[config.mk]
export PLATFORM = sky130hd
export DESIGN_NAME = csc_counter
export DESIGN_NICKNAME = d
export VERILOG_FILES = /design/src/csc_pkg.sv /design/src/csc_counter.sv
export SDC_FILE = /design/constraint.sdc
export NUM_CORES = 1
export LEC_CHECK = 0
export ABC_AREA = 1
export BUFFER_PORTS_ARGS = -buffer_cell sky130_fd_sc_hd__buf_4
export CAP_MARGIN = 5
export CORE_MARGIN = 1
export CORE_UTILIZATION = 50
export CTS_BUF_LIST = sky130_fd_sc_hd__clkbuf_4 sky130_fd_sc_hd__clkbuf_8
export DETAILED_ROUTE_END_ITERATION = 8
export HOLD_SLACK_MARGIN = 0.12
export PLACE_DENSITY_LB_ADDON = 0.08
export SLEW_MARGIN = 40
export SYNTH_ARGS = -nofsm -noshare
export SYNTH_HDL_FRONTEND = slang
export SYNTH_SLANG_ARGS = --single-unit
[constraint.sdc]
create_clock -name hclk -period 2.1 [get_ports hclk]
set_clock_uncertainty 0.15 [all_clocks]
set_input_delay 0.63 -clock hclk [delete_from_list [all_inputs] [get_ports hclk]]
set_output_delay 0.63 -clock hclk [all_outputs]
set_load 0.02 [all_outputs]
[src/csc_pkg.sv]
package csc_pkg;

  // register indices; byte address is four times the index
  localparam logic [11:0] CTRL_IDX    = 12'hfe9;
  localparam logic [11:0] DATA_IDX    = 12'hfea;
  localparam logic [11:0] IRQ_STS_IDX = 12'hfeb;
  localparam logic [11:0] IRQ_MSK_IDX = 12'hfec;

  // control field positions
  localparam int CTRL_EN_BIT  = 0;
  localparam int CTRL_WIN_LSB = 1;
  localparam int CTRL_WIN_MSB = 3;
  localparam int CTRL_SRC_BIT = 4;

  // interrupt event bits
  localparam int EVT_DONE_BIT  = 0;
  localparam int EVT_SAT_BIT   = 1;
  localparam int EVT_STALL_BIT = 2;
  localparam int EVT_W         = 3;

  // reset values and the count saturation value
  localparam logic [7:0]       CTRL_RST  = 8'h00;
  localparam logic [7:0]       DATA_RST  = 8'h00;
  localparam logic [EVT_W-1:0] IRQ_RST   = 3'h0;
  localparam logic [7:0]       CNT_SAT   = 8'hff;

  // widths
  localparam int CNT_W  = 8;
  localparam int TAP_N  = 8;
  localparam int SYNC_N = TAP_N + 2;

  localparam logic [1:0] HTRANS_NONSEQ = 2'h2;

  typedef struct packed {
    logic       src;
    logic [2:0] win;
    logic       en;
  } csc_ctrl_t;

  typedef struct packed {
    logic        vld;
    logic        wr;
    logic [11:0] idx;
  } csc_dphase_t;

  typedef enum logic [1:0] {
    CSC_IDLE,
    CSC_ARM,
    CSC_COUNT,
    CSC_STALL
  } csc_state_t;

endpackage

[src/csc_counter.sv]
// Register access over AHB-Lite is this design's own decision.
module csc_counter (
  input  wire logic        hclk,
  input  wire logic        hresetn,
  input  wire logic        hsel,
  input  wire logic [31:0] haddr,
  input  wire logic [1:0]  htrans,
  input  wire logic        hwrite,
  input  wire logic [2:0]  hsize,
  input  wire logic [31:0] hwdata,
  input  wire logic        hready,
  output logic [31:0]      hrdata,
  output logic             hreadyout,
  output logic             hresp,
  input  wire logic        main_osc_clk,
  input  wire logic        sub_osc_clk,
  input  wire logic [7:0]  tbt_taps,
  input  wire logic        tbt_run,
  output logic             irq
);

  logic [csc_pkg::SYNC_N-1:0] s1_q;
  logic [csc_pkg::SYNC_N-1:0] s2_q;
  logic                       osc_q;
  logic [csc_pkg::TAP_N-1:0]  tap_q;
  logic                       run1_q;
  logic                       run2_q;
  csc_pkg::csc_dphase_t       dph_q;
  csc_pkg::csc_ctrl_t         ctrl_q;
  csc_pkg::csc_state_t        state_q;
  logic [7:0]                 cnt_q;
  logic [7:0]                 result_q;
  logic                       osc_seen_q;
  logic [csc_pkg::EVT_W-1:0]  sts_q;
  logic [csc_pkg::EVT_W-1:0]  msk_q;

  logic osc_s;
  logic tap_s;
  logic osc_rise;
  logic tap_rise;
  logic tap_fall;
  logic run;
  logic wr_ctrl;
  logic en_set;
  logic en_clr;
  logic hw_done;
  logic hw_stall;
  logic stall_go;
  logic cnt_inc;
  logic [csc_pkg::EVT_W-1:0] evt;
  logic [csc_pkg::EVT_W-1:0] sts_clr;

  // two-stage synchronisers for taps and both oscillators
  genvar gi;
  generate
    for (gi = 0; gi < csc_pkg::SYNC_N; gi++) begin : g_sync
      logic pin;
      if (gi < csc_pkg::TAP_N) begin : g_tap
        assign pin = tbt_taps[gi];
      end else if (gi == csc_pkg::TAP_N) begin : g_main
        assign pin = main_osc_clk;
      end else begin : g_sub
        assign pin = sub_osc_clk;
      end
      always_ff @(posedge hclk or negedge hresetn) begin
        if (!hresetn) begin
          s1_q[gi] <= 1'b0;
          s2_q[gi] <= 1'b0;
        end else begin
          s1_q[gi] <= pin;
          s2_q[gi] <= s1_q[gi];
        end
      end
    end
  endgenerate

  always_ff @(posedge hclk or negedge hresetn) begin
    if (!hresetn) begin
      run1_q <= 1'b0;
      run2_q <= 1'b0;
    end else begin
      run1_q <= tbt_run;
      run2_q <= run1_q;
    end
  end

  // oscillator must be slower than half of hclk to be counted
  assign osc_s = ctrl_q.src ? s2_q[csc_pkg::TAP_N+1] : s2_q[csc_pkg::TAP_N];
  assign tap_s = s2_q[ctrl_q.win];
  assign run   = run2_q;

  always_ff @(posedge hclk or negedge hresetn) begin
    if (!hresetn) begin
      osc_q <= 1'b0;
      tap_q <= '0;
    end else begin
      osc_q <= osc_s;
      tap_q <= s2_q[csc_pkg::TAP_N-1:0];
    end
  end

  // each tap keeps its own history, so arming with a new window fakes no edge
  assign osc_rise = osc_s & ~osc_q;
  assign tap_rise = run & tap_s & ~tap_q[ctrl_q.win];
  assign tap_fall = run & ~tap_s & tap_q[ctrl_q.win];

  // bus slave: zero wait, always okay
  assign hreadyout = 1'b1;
  assign hresp     = 1'b0;

  always_ff @(posedge hclk or negedge hresetn) begin
    if (!hresetn) begin
      dph_q <= '0;
    end else if (hready) begin
      dph_q.vld <= hsel & (htrans == csc_pkg::HTRANS_NONSEQ) & (haddr[31:14] == 18'h0)
                   & (haddr[1:0] == 2'h0);
      dph_q.wr  <= hwrite;
      dph_q.idx <= haddr[13:2];
    end
  end

  always_comb begin
    hrdata = 32'h0;
    if (dph_q.vld && !dph_q.wr) begin
      if (dph_q.idx == csc_pkg::CTRL_IDX) begin
        hrdata[4:0] = ctrl_q;
      end else if (dph_q.idx == csc_pkg::DATA_IDX) begin
        hrdata[7:0] = ctrl_q.en ? 8'h00 : result_q;
      end else if (dph_q.idx == csc_pkg::IRQ_STS_IDX) begin
        hrdata[csc_pkg::EVT_W-1:0] = sts_q;
      end else if (dph_q.idx == csc_pkg::IRQ_MSK_IDX) begin
        hrdata[csc_pkg::EVT_W-1:0] = msk_q;
      end
    end
  end

  // data register has no write path at all
  assign wr_ctrl  = dph_q.vld & dph_q.wr & (dph_q.idx == csc_pkg::CTRL_IDX);
  assign en_set   = wr_ctrl & hwdata[csc_pkg::CTRL_EN_BIT] & ~ctrl_q.en;
  assign en_clr   = wr_ctrl & ~hwdata[csc_pkg::CTRL_EN_BIT] & ctrl_q.en;
  assign hw_done  = (state_q == csc_pkg::CSC_COUNT) & tap_rise & osc_seen_q;
  assign stall_go = (state_q == csc_pkg::CSC_COUNT) & tap_rise & ~osc_seen_q;
  assign hw_stall = (state_q == csc_pkg::CSC_STALL) & tap_fall;

  always_ff @(posedge hclk or negedge hresetn) begin
    if (!hresetn) begin
      ctrl_q <= csc_pkg::CTRL_RST[4:0];
    end else if (wr_ctrl) begin
      ctrl_q.src <= hwdata[csc_pkg::CTRL_SRC_BIT];
      ctrl_q.win <= hwdata[csc_pkg::CTRL_WIN_MSB:csc_pkg::CTRL_WIN_LSB];
      ctrl_q.en  <= (en_set | en_clr) ? hwdata[csc_pkg::CTRL_EN_BIT]
                                      : (ctrl_q.en & ~hw_done & ~hw_stall);
    end else if (hw_done || hw_stall) begin
      ctrl_q.en <= 1'b0;
    end
  end

  always_ff @(posedge hclk or negedge hresetn) begin
    if (!hresetn) begin
      state_q <= csc_pkg::CSC_IDLE;
    end else if (en_set) begin
      state_q <= csc_pkg::CSC_ARM;
    end else if (en_clr) begin
      state_q <= csc_pkg::CSC_IDLE;
    end else begin
      case (state_q)
        csc_pkg::CSC_ARM: begin
          if (tap_rise) begin
            state_q <= csc_pkg::CSC_COUNT;
          end
        end
        csc_pkg::CSC_COUNT: begin
          if (hw_done) begin
            state_q <= csc_pkg::CSC_IDLE;
          end else if (stall_go) begin
            state_q <= csc_pkg::CSC_STALL;
          end
        end
        csc_pkg::CSC_STALL: begin
          if (hw_stall) begin
            state_q <= csc_pkg::CSC_IDLE;
          end
        end
        default: state_q <= csc_pkg::CSC_IDLE;
      endcase
    end
  end

  // activity since the last tap fall tells a live clock from a dead one
  always_ff @(posedge hclk or negedge hresetn) begin
    if (!hresetn) begin
      osc_seen_q <= 1'b0;
    end else if (state_q != csc_pkg::CSC_COUNT || tap_fall) begin
      osc_seen_q <= 1'b0;
    end else if (osc_rise && run) begin
      osc_seen_q <= 1'b1;
    end
  end

  // an edge coinciding with the closing tap edge is not counted
  assign cnt_inc = run & (state_q == csc_pkg::CSC_COUNT) & osc_rise & ~tap_rise
                   & (cnt_q != csc_pkg::CNT_SAT);

  always_ff @(posedge hclk or negedge hresetn) begin
    if (!hresetn) begin
      cnt_q <= csc_pkg::DATA_RST;
    end else if (en_set || en_clr || hw_stall) begin
      cnt_q <= 8'h00;
    end else if (cnt_inc) begin
      cnt_q <= cnt_q + 8'h01;
    end
  end

  always_ff @(posedge hclk or negedge hresetn) begin
    if (!hresetn) begin
      result_q <= csc_pkg::DATA_RST;
    end else if (en_set || en_clr || hw_stall) begin
      result_q <= 8'h00;
    end else if (hw_done) begin
      result_q <= cnt_q;
    end
  end

  // interrupt events: set wins over write-one-to-clear
  assign evt[csc_pkg::EVT_DONE_BIT]  = hw_done;
  assign evt[csc_pkg::EVT_SAT_BIT]   = hw_done & (cnt_q == csc_pkg::CNT_SAT);
  assign evt[csc_pkg::EVT_STALL_BIT] = hw_stall;
  assign sts_clr = (dph_q.vld && dph_q.wr && dph_q.idx == csc_pkg::IRQ_STS_IDX)
                   ? hwdata[csc_pkg::EVT_W-1:0] : '0;

  always_ff @(posedge hclk or negedge hresetn) begin
    if (!hresetn) begin
      sts_q <= csc_pkg::IRQ_RST;
    end else begin
      sts_q <= (sts_q & ~sts_clr) | evt;
    end
  end

  always_ff @(posedge hclk or negedge hresetn) begin
    if (!hresetn) begin
      msk_q <= csc_pkg::IRQ_RST;
    end else if (dph_q.vld && dph_q.wr && dph_q.idx == csc_pkg::IRQ_MSK_IDX) begin
      msk_q <= hwdata[csc_pkg::EVT_W-1:0];
    end
  end

  always_ff @(posedge hclk or negedge hresetn) begin
    if (!hresetn) begin
      irq <= 1'b0;
    end else begin
      irq <= |((sts_q & ~sts_clr | evt) & msk_q);
    end
  end
endmodule

==> metrics.md, run 1 <==
| Metric | Value |
|---|---|
| Yosys top cell area share | 50.9% |
| Syn Inst Count | 435 |
| CP Data Required Time | 1320 ps |
| Crit path max fanout | 5 |
| Vias in the first global route | 2936 |
| Adder-cell share of the synthesized area | 1.34% |
| Avg WL per Cell | 11.9 um |
| M3 GR Usage | 7.00% |
| Critical Path End Type | output pin |
| Ys Warns | 0 |
| Top Ports | 120 |
| Post-Syn Area | 3740 um^2 |
| Die area | 7820 um^2 |
| Post-synth EDFFs | 0 |
| Sequential Power Share | 50.8% |
| Cell Count Post-Placement | 614 |
| Critical Path Max Stage Delay | 380 ps |
| Post-synthesis mux area share | 0% |
| Met1 Usage GRT | 27.9% |
| Post-Synth Simple-Gate Area | 30.2% |
| Share of cells above drive strength 1 | 31.0% |
| Worst IR Drop VDD | 0.367 mV |
| Synth Area in Compound Gates | 5.16% |
| Core area | 7250 um^2 |
| Critical setup path kind | reg2out |
| Hold WC Path Type | reg2reg |
| Leakage | 2.49 nW |
| Max-cap violations | 0 |
| P&R area growth vs syn | 30.0% |
| Netlist cell types | 39 |
| Slowest CP cell | dfrtp_1 |
| Root Driver | clkbuf_8 |
| Ant diodes | 0 |
| Outcome | finished, violations left |
| Final WS setup | -514 ps |
| Period utilization | 124% |
| Starting DRT DRC Count | 151 |
| Sw Share | 23.6% |
| Initial Util | 51.5% |
| Worst path cell trace | inv_2 -> nand2_2 -> nor2_4 -> nand2_2 -> inv_2 -> nand2_4 -> buf_4 -> nor2_4 -> a31oi_2 -> a31oi_4 -> buf_6 |
| HP Start | s1_q[7] |
| Combinational family with the most area after synthesis | simple AND/OR/NAND/NOR gates |
| Grt ovf | 0 |
| Combinational cell fraction of total power | 9.0% |
| Row cnt | 31 |
| Clock Pin Slew Worst Setup and Hold Paths | 70 ps |
| GR peak layer | met2 |
| # nets final | 620 |
| CTS tree | done |
| Via count | 2989 |
| Power per cell area | 625 nW/um^2 |
| Largest net degree at the start of global routing | 42 |
| Failing checks | setup timing |
| TritonCTS Buffers | 9 |
| DR DRC count | 0 |
| Non-Filler Instances | 635 |
| Unrepaired setup endpoints after global routing | true |
| FILL cells | 613 |
| Arrival @ worst endpoint | 1830 ps |
| Commonest cells post-synth | nand2_1, dfrtp_1, inv_1 |
| P_sw | 0.718 mW |
| First-pass GRT wire length | 13000 um |
| Clock Tree Buf Depth | 2 |
| Dpl ws | -236 ps |
| Endpoints failing hold | 0 |
| Async S/R FF share, synth | 100% |
| Max Fclk | 383 MHz |
| XOR/XNOR share of the synthesized area | 0.703% |
| Final Slew Violations | 0 |
| Total power | 3.04 mW |
| #FFs+latches synth | 76 |
| Ranking of synthesized cells by area | dfrtp_1, nand2_1, buf_4 |
| Placed Area | 4460 um^2 |
| Via density | 4.71 |
| Dpl hpwl | 5770 um |
| WL final | 7570 um |
| Worst R2R Start | dph_q[4] |
| Detailed Routing Iterations Pass 1 | 4 |
| H-Tree Depth | 3 |
| Routing usage on met2 | 37.6% |
| Setup_tns | -3320 ps |
| Final setup viols | 8 |
| Cell taking the most area after synthesis | dfrtp_1 |
| Port buffer count | 63 |
| RePlAce Congestion | 0.843 |
| Chip Width | 88.5 um |
| Final ANT Viol Nets | 0 |
| Clk pwr share | 40.2% |
| Antenna violations before repair | 0 |
| Mapped Avg Cell Area | 8.59 um^2 |
| Top-count cell post-synth | nand2_1 |
| Crit path launch type | flop |
| Internal power | 2.32 mW |
| Seq/Total Area, Yosys | 50.9% |
| Origin of the worst setup path | dph_q[4] |
| GRT Total Usage | 22.3% |
| Most used DFF post-synth | dfrtp_1 |
| Final min period | 2610 ps |
| # clock sinks | 76 |
| Post-route cell area | 4860 um^2 |
| Die Height | 88.5 um |
| Worst skew pair latency | 350 ps |
-- critical path: cells and delay by family, from the launching register on --
kind / cells / cell delay [ps]
and+or+nand+nor: 5 / 410
AOI/OAI and AO/OA: 2 / 300
DFF: 1 / 380
buffers and inverters: 4 / 390
-- routing by layer --
layer	vias to the layer above	part of all wire (%)	routed length (um)
met2	94	49	3730
met1	1383	45	3400
met5	-	0	0
met4	0	0.65	49
met3	4	5.1	388
li1	1508	-	-
-- cell type report --
| class | instances | area [um^2] | share of cell area (%) |
|---|---|---|---|
| flip-flops and latches | 76 | 1900 | 39.2 |
| multi-input cells | 298 | 1660 | 34.3 |
| repair buffers | 90 | 728 | 15.0 |
| inverters | 56 | 220 | 4.53 |
| clock buffers | 10 | 131 | 2.70 |
| well taps | 99 | 124 | 2.55 |
| clock inverters | 6 | 87.6 | 1.80 |
-- cell families (layout without fill, tap and decap cells) --
| group | Yosys count | in the layout |
|---|---|---|
| other | 2 | 26 |
| adders and majority gates | 4 | 4 |
| buffers and inverters | 85 | 162 |
| DFF | 76 | 76 |
| xor gates and xnor gates | 3 | 3 |
| AOI/OAI and AO/OA | 33 | 33 |
| and+or+nand+nor | 232 | 232 |
-- layout by cell type, fill, tap and decap left out, types with 4 or more instances in the layout --
| master | count |
|---|---|
| clkbuf_8 | 9 |
| ha_1 | 4 |
| nand3_2 | 6 |
| dfrtp_1 | 75 |
| o21ai_1 | 7 |
| nor4_1 | 6 |
| nand2_2 | 7 |
| inv_2 | 8 |
| nor2_4 | 11 |
| buf_6 | 10 |
| inv_1 | 45 |
| nand2_1 | 134 |
| nand3_1 | 27 |
| nor2_1 | 15 |
| conb_1 | 26 |
| o21ai_0 | 11 |
| buf_4 | 78 |
-- flip-flops by register name, summed over array words and instances (netlist names) --
signal,cells
osc_seen_q,1
run,1
sts_q,3
s1_q,10
ctrl_q,5
irq,1
result_q,8
cnt_q,8
dph_q,14
run1_q,1
s2_q,10
state_q,2
msk_q,3
tap_q,8
osc_q,1
-- final timing paths --
kind	to	cells after the start	slack, ps
setup / recovery	hrdata[1]	11	-510
hold / removal	s2_q[7]	0	200
setup reg to reg	result_q[1]	14	160
hold reg to reg	s2_q[7]	0	200
max in group asynchronous	s2_q[1]	3	730
min in group asynchronous	msk_q[0]	2	560
-- power groups by stage --
stage               Clock [mW]  Sequential (mW)  Combinational (mW)
global placement             0             1.57               0.261
CTS                       1.25             1.54               0.269
finish                    1.22             1.54               0.274
floorplan                    0             1.56               0.158
detailed placement           0             1.57               0.265
global route              1.32             1.55               0.311
-- metrics by stage --
stage	utilization, %	hold slack (ps)
4_1_cts	65.4	203
6_report	67.0	200
5_1_grt	67.0	206
3_5_place_dp	61.5	185
2_1_floorplan	-	181
3_3_place_gp	61.5	184
-- what timing repair did --
action	4_1_cts	5_1_grt
setup buffers	1	3
pin swaps	8	5
endpoints found under the setup margin	8	22
endpoints found under the hold margin	20	0
hold buffers	1	0
resized for setup	14	23
cloned	0	0
Note: power is estimated with default switching activity, not from simulation.
==> run 2, diff against run 1 <==
--- a/config.mk
+++ b/config.mk
@@ -8,8 +8,7 @@
 export ABC_AREA = 1
 export BUFFER_PORTS_ARGS = -buffer_cell sky130_fd_sc_hd__buf_4
 export CAP_MARGIN = 5
-export CORE_MARGIN = 1
-export CORE_UTILIZATION = 50
+export CORE_UTILIZATION = 53
 export CTS_BUF_LIST = sky130_fd_sc_hd__clkbuf_4 sky130_fd_sc_hd__clkbuf_8
 export DETAILED_ROUTE_END_ITERATION = 8
 export HOLD_SLACK_MARGIN = 0.12
==> run 2 against run 1 <==
- the run still ends with setup timing left
- via count increased by 2.6%
- final area increased by 0.15%
- hold slack got worse by 4.8 ps
- sequential cell count unchanged
- highest routed layer unchanged
==> metrics.md, run 2 (synthesis results as in run 1) <==
| Metric | Value |
|---|---|
| Outcome | finished, violations left (unchanged) |
| Failing checks | setup timing (unchanged) |
| First-pass GRT wire length | 13500 um (was 13000 um) |
| Most frequent cells in the layout | nand2_1, buf_4, dfrtp_1, inv_1, conb_1 (was nand2_1, buf_4, dfrtp_1, inv_1, nand3_1) |
| Max Fclk | 369 MHz (was 383 MHz) |
| P&R area growth vs syn | 30.2% (was 30.0%) |
| Crit path max fanout | 5 (unchanged) |
| Critical setup path kind | reg2out (unchanged) |
| Largest Register | dph_q (unchanged) |
| Die area | 7390 um^2 (was 7820 um^2) |
| Crit path launch type | flop (unchanged) |
| Worst Hold Endpoint | s2_q[6] (was s2_q[7]) |
| Total power | 2.89 mW (was 3.04 mW) |
| Via count | 3067 (was 2989) |
| Endpoints failing hold | 0 (unchanged) |
| GRT Total Usage | 23.7% (was 22.3%) |
| Antenna violations before repair | 0 (unchanged) |
| H-Tree Depth | 3 (unchanged) |
| Clock Pin Slew Worst Setup and Hold Paths | 70 ps (about the same) |
| WL final | 7960 um (was 7570 um) |
| Power per cell area | 594 nW/um^2 (was 625 nW/um^2) |
| Initial Util | 55.0% (was 51.5%) |
| Commonest non-fill, non-tap cell in the layout | nand2_1 (unchanged) |
| HP Start | s1_q[6] (was s1_q[7]) |
| # nets final | 624 (was 620) |
| Max reg flops | 14 (unchanged) |
| Avg WL per Cell | 12.5 um (was 11.9 um) |
| CP Data Required Time | 1320 ps (about the same) |
| CTS tree | done (unchanged) |
| Period utilization | 129% (was 124%) |
| Leakage | 2.49 nW (about the same) |
| Top Ports | 120 (unchanged) |
| Core area | 6790 um^2 (was 7250 um^2) |
| R2R setup slack | 120 ps (was 160 ps) |
| R2R Path End | result_q[7] (was result_q[1]) |
| Ant diodes | 0 (unchanged) |
| DR DRC count | 0 (unchanged) |
| Starting DRT DRC Count | 155 (was 151) |
| Worst R2R Start | dph_q[4] (unchanged) |
| Hold WC Path Type | reg2reg (unchanged) |
| Critical Path End Type | output pin (unchanged) |
| Chip Width | 86.0 um (was 88.5 um) |
| Final min period | 2710 ps (was 2610 ps) |
| Port buffer count | 63 (unchanged) |
| Final ANT Viol Nets | 0 (unchanged) |
| Detailed Routing Iterations Pass 1 | 4 (unchanged) |
| Worst IR Drop VDD | 0.341 mV (was 0.367 mV) |
| Grt ovf | 0 (unchanged) |
| Hold Crit Depth | 0 (unchanged) |
| RePlAce Congestion | 0.871 (was 0.843) |
| Final setup viols | 8 (unchanged) |
| Unrepaired setup endpoints after global routing | true (unchanged) |
| Final Slew Violations | 0 (unchanged) |
| Vias in the first global route | 3081 (was 2936) |
| Max-cap violations | 0 (unchanged) |
| Finished Core Util | 71.6% (was 67.0%) |
| Arrival @ worst endpoint | 1930 ps (was 1830 ps) |
| Row cnt | 30 (was 31) |
| R2R depth | 14 (unchanged) |
| Die Height | 86.0 um (was 88.5 um) |
| FILL cells | 504 (was 613) |
| Final WS setup | -607 ps (was -514 ps) |
| Clock Tree Buf Depth | 2 (unchanged) |
| Post-route cell area | 4870 um^2 (was 4860 um^2) |
| Share of cells above drive strength 1 | 31.9% (was 31.0%) |
| Largest regs | dph_q (14), s1_q (10), s2_q (10) (unchanged) |
| Via density | 4.83 (was 4.71) |
| Largest net degree at the start of global routing | 37 (was 42) |
| Placed Area | 4450 um^2 (was 4460 um^2) |
| Worst skew pair latency | 350 ps (about the same) |
| # clock sinks | 76 (unchanged) |
| Dpl hpwl | 5740 um (was 5770 um) |
| Root Driver | clkbuf_8 (unchanged) |
| TritonCTS Buffers | 9 (unchanged) |
==> run 2: changes by cell type in the layout (fill, tap and decap cells not counted), moves of 3 or more <==
| cell | before | now |
|---|---|---|
| inv_2 | 8 | 5 |
| nor2_4 | 11 | 8 |
| nand3_2 | 6 | 11 |
| nor2_2 | 3 | 7 |
| buf_4 | 78 | 82 |
| nand3_1 | 27 | 22 |
==> run 2: area by class of cell <==
class,count,area [um^2],share of cell area (%)
repair buffers,94,758,15.6
multi-input cells,298,1680,34.5
flip-flops and latches,76,1900,39.1
clock inverters,6,63.8,1.31
well taps,96,120,2.47
clock buffers,9,124,2.55
inverters,56,220,4.53
==> run 2: repair_timing <==
| action | CTS | global route |
|---|---|---|
| hold buffers | 1 | 0 |
| setup endpoints to repair | 8 | 19 |
| hold endpoints to repair | 34 | 0 |
| resized for setup | 19 | 21 |
| pin swaps | 6 | 12 |
| buffers inserted | 13 | 4 |
==> run 2: routing by layer <==
layer	track usage, %	routed length, um	vias to the layer above	part of all wire, %
met1	28.1	3300	1451	41
met4	6.97	70	0	0.88
met2	42.3	4150	97	52
li1	-	-	1510	-
met3	5.97	434	9	5.5
met5	0	0	-	0
==> run 2: where the power goes <==
group | switching [mW] | internal (mW)
Clock | 0.533 | 0.542
Combinational | 0.155 | 0.116
Sequential | 0.0293 | 1.52
Total | 0.718 | 2.17
==> run 2: per-stage QoR <==
step | setup TNS, ps | hold slack (ps) | cells | setup WS, ps
global route | -4830 | 199 | 635 | -695
detailed placement | -1270 | 186 | 610 | -257
CTS | -5060 | 193 | 639 | -584
finish | -4140 | 196 | 635 | -607
floorplan | -87.8 | 181 | 459 | -46.7
global placement | -1060 | 183 | 610 | -241
==> run 2: worst max path at each step <==
stage / endpoint / from / slack, ps / cells after the start
after floorplan: hrdata[0] / dph_q[4] / -50 / 9
after global placement: hrdata[2] / dph_q[4] / -240 / 10
after detailed placement: hrdata[2] / dph_q[4] / -260 / 10
after CTS: hrdata[2] / dph_q[4] / -580 / 11
after global routing: hrdata[2] / dph_q[4] / -700 / 11
final: hrdata[2] / dph_q[4] / -610 / 11
==> run 2: critical path, cell delays in order (launching register included) <==
cell and delay (ps):
dfrtp_1 370, inv_1 70, nand2_1 60, nor2_2 130
nand2_2 80, inv_2 70, nand2_4 60, nor3_4 140
buf_6 170, nand3_2 110, a31oi_4 180, buf_6 140
==> run 3, diff against run 2 <==
--- a/config.mk
+++ b/config.mk
@@ -8,7 +8,9 @@
 export ABC_AREA = 1
 export BUFFER_PORTS_ARGS = -buffer_cell sky130_fd_sc_hd__buf_4
 export CAP_MARGIN = 5
-export CORE_UTILIZATION = 53
+export CELL_PAD_IN_SITES_DETAIL_PLACEMENT = 1
+export CELL_PAD_IN_SITES_GLOBAL_PLACEMENT = 2
+export CORE_UTILIZATION = 30
 export CTS_BUF_LIST = sky130_fd_sc_hd__clkbuf_4 sky130_fd_sc_hd__clkbuf_8
 export DETAILED_ROUTE_END_ITERATION = 8
 export HOLD_SLACK_MARGIN = 0.12
@@ -17,3 +19,4 @@
 export SYNTH_ARGS = -nofsm -noshare
 export SYNTH_HDL_FRONTEND = slang
 export SYNTH_SLANG_ARGS = --single-unit
+export TNS_END_PERCENT = 10
==> run 3 against run 2 <==
- core utilization decreased by 30 points
- register-to-register slack got worse by 20 ps
- sequential cell count unchanged
- critical path depth shrank 1
- power grew 3.3%
- via count down 1.3%
- wire length is 18% higher
- die area increased by 75%
- critical path type unchanged
- largest power group unchanged
- combinational power increased by 6%
- largest cell class unchanged
- the flow still finishes with violations (setup timing)
- first-iteration DRC count down 68%
- fmax increased by 2.3%
==> metrics.md, run 3 (synthesis results as in run 1) <==
| Metric | Value |
|---|---|
| Outcome | finished, violations left (unchanged) |
| Failing checks | setup timing (unchanged) |
| Max Fclk | 378 MHz (was 369 MHz) |
| Final WS setup | -545 ps (was -607 ps) |
| Root Driver | clkbuf_8 (unchanged) |
| Setup_tns | -3850 ps (was -4140 ps) |
| Post-route cell area | 4970 um^2 (was 4870 um^2) |
| Largest net degree at the start of global routing | 34 (was 37) |
| Worst R2R Start | dph_q[4] (unchanged) |
| Commonest non-fill, non-tap cell in the layout | nand2_1 (unchanged) |
| Leakage | 2.48 nW (was 2.49 nW) |
| Final setup viols | 8 (unchanged) |
| Via density | 4.27 (was 4.83) |
| Avg WL per Cell | 13.3 um (was 12.5 um) |
| Grt ovf | 0 (unchanged) |
| Antenna violations before repair | 0 (unchanged) |
| Origin of the worst setup path | dph_q[4] (unchanged) |
| Crit path launch type | flop (unchanged) |
| Die Height | 114 um (was 86.0 um) |
| Largest Register | dph_q (unchanged) |
| Critical Path End Type | output pin (unchanged) |
| # clock sinks | 76 (unchanged) |
| Port buffer count | 63 (unchanged) |
| HP Start | s1_q[6] (unchanged) |
| Dpl hpwl | 7230 um (was 5740 um) |
| WL final | 9400 um (was 7960 um) |
| Final Slew Violations | 0 (unchanged) |
| Clock Tree Buf Depth | 2 (unchanged) |
| Final min period | 2650 ps (was 2710 ps) |
| Clock Pin Slew Worst Setup and Hold Paths | 90 ps (was 70 ps) |
| Top Ports | 120 (unchanged) |
| Vias in the first global route | 3290 (was 3081) |
| Period utilization | 126% (was 129%) |
| DR DRC count | 0 (unchanged) |
| Worst skew pair latency | 370 ps (was 350 ps) |
| Final ANT Viol Nets | 0 (unchanged) |
| Die area | 12900 um^2 (was 7390 um^2) |
| Detailed Routing Iterations Pass 1 | 4 (unchanged) |
| Critical setup path kind | reg2out (unchanged) |
| Hold WC Path Type | reg2reg (unchanged) |
| Arrival @ worst endpoint | 1870 ps (was 1930 ps) |
| RePlAce Congestion | 0.739 (was 0.871) |
| Power per cell area | 600 nW/um^2 (was 594 nW/um^2) |
| Row cnt | 40 (was 30) |
| Max reg flops | 14 (unchanged) |
| Share of cells above drive strength 1 | 32.4% (was 31.9%) |
| H-Tree Depth | 3 (unchanged) |
| GRT Total Usage | 16.8% (was 23.7%) |
| Endpoints failing hold | 0 (unchanged) |
| Most frequent cells in the layout | nand2_1, buf_4, dfrtp_1, inv_1, conb_1 (unchanged) |
| # nets final | 624 (unchanged) |
| Crit path max fanout | 6 (was 5) |
| Ant diodes | 0 (unchanged) |
| Core area | 12100 um^2 (was 6790 um^2) |
| P&R area growth vs syn | 33.1% (was 30.2%) |
| Worst IR Drop VDD | 0.254 mV (was 0.341 mV) |
| TritonCTS Buffers | 9 (unchanged) |
| CTS tree | done (unchanged) |
| Max-cap violations | 0 (unchanged) |
| CP Data Required Time | 1320 ps (about the same) |
| Placed Area | 4530 um^2 (was 4450 um^2) |
| Initial Util | 31.0% (was 55.0%) |
| Unrepaired setup endpoints after global routing | true (unchanged) |
| Starting DRT DRC Count | 50 (was 155) |
| Largest regs | dph_q (14), s1_q (10), s2_q (10) (unchanged) |
| Via count | 3026 (was 3067) |
| Chip Width | 114 um (was 86.0 um) |
| First-pass GRT wire length | 16400 um (was 13500 um) |
==> run 3: cell types whose count changed in the layout (fill, tap and decap cells not counted), moves of 2 or more <==
cell,before,now
a31oi_1,3,1
a31oi_2,1,3
buf_4,82,87
buf_6,10,5
inv_2,5,7
inv_4,2,0
nand3_2,11,9
nor2_2,7,5
nor2_4,8,11
==> run 3: path summary, 6_finish.rpt <==
kind / slack [ps] / cells past startpoint / endpoint
max: -550 / 10 / hrdata[1]
min: 200 / 0 / s2_q[6]
max reg2reg: 100 / 14 / result_q[6]
min reg2reg: 200 / 0 / s2_q[6]
max in group asynchronous: 640 / 3 / ctrl_q[1]
min in group asynchronous: 600 / 2 / s1_q[4]
==> run 3: repair_timing <==
item                                    4_1_cts  5_1_grt
endpoints found under the setup margin       11       27
setup buffers                                14        4
resized for setup                            26       19
hold buffers                                  1        0
pin swaps                                     8       13
hold endpoints to repair                     31        0
==> run 3: metal layers <==
metal / up-vias / track usage [%] / share of wire, %
met4: 0 / 6.58 / 1.6
met5: - / 0 / 0
met3: 11 / 4.41 / 4.6
met1: 1428 / 21.2 / 47
li1: 1517 / - / -
met2: 70 / 27.3 / 47
==> run 3: report_power, final <==
group | internal [mW] | total, mW | switching [mW] | leakage, nW
sequential | 1.52 | 1.54 | 0.0289 | 0.907
combinational | 0.123 | 0.288 | 0.165 | 1.48
clock | 0.552 | 1.15 | 0.602 | 0.0918
==> run 3: through the flow <==
| step | total power [mW] | std cells | hold WS (ps) | util [%] | worst slack (ps) |
|---|---|---|---|---|---|
| after floorplan | 1.72 | 459 | 181 | - | -62.8 |
| after global placement | 1.84 | 682 | 184 | 37.5 | -323 |
| after detailed placement | 1.85 | 682 | 186 | 37.5 | -367 |
| after CTS | 3.05 | 713 | 181 | 40.8 | -666 |
| after global routing | 3.15 | 708 | 178 | 41.2 | -673 |
| final | 2.99 | 708 | 203 | 41.2 | -545 |
==> run 3: cell type report <==
type / count / area (um^2)
fillers: 1425 / 7090
flip-flops and latches: 76 / 1900
multi-input cells: 298 / 1710
repair buffers: 94 / 739
inverters: 56 / 215
well taps: 168 / 210
clock buffers: 9 / 124
clock inverters: 7 / 75.1
==> run 3: critical path: stages, from the launching register on <==
cell,delay (ps)
dfrtp_1,380
inv_2,60
nand2_2,70
nor2_4,90
nand2_2,60
buf_4,150
nor2_4,110
inv_2,80
buf_4,150
a31oi_4,200
buf_6,140
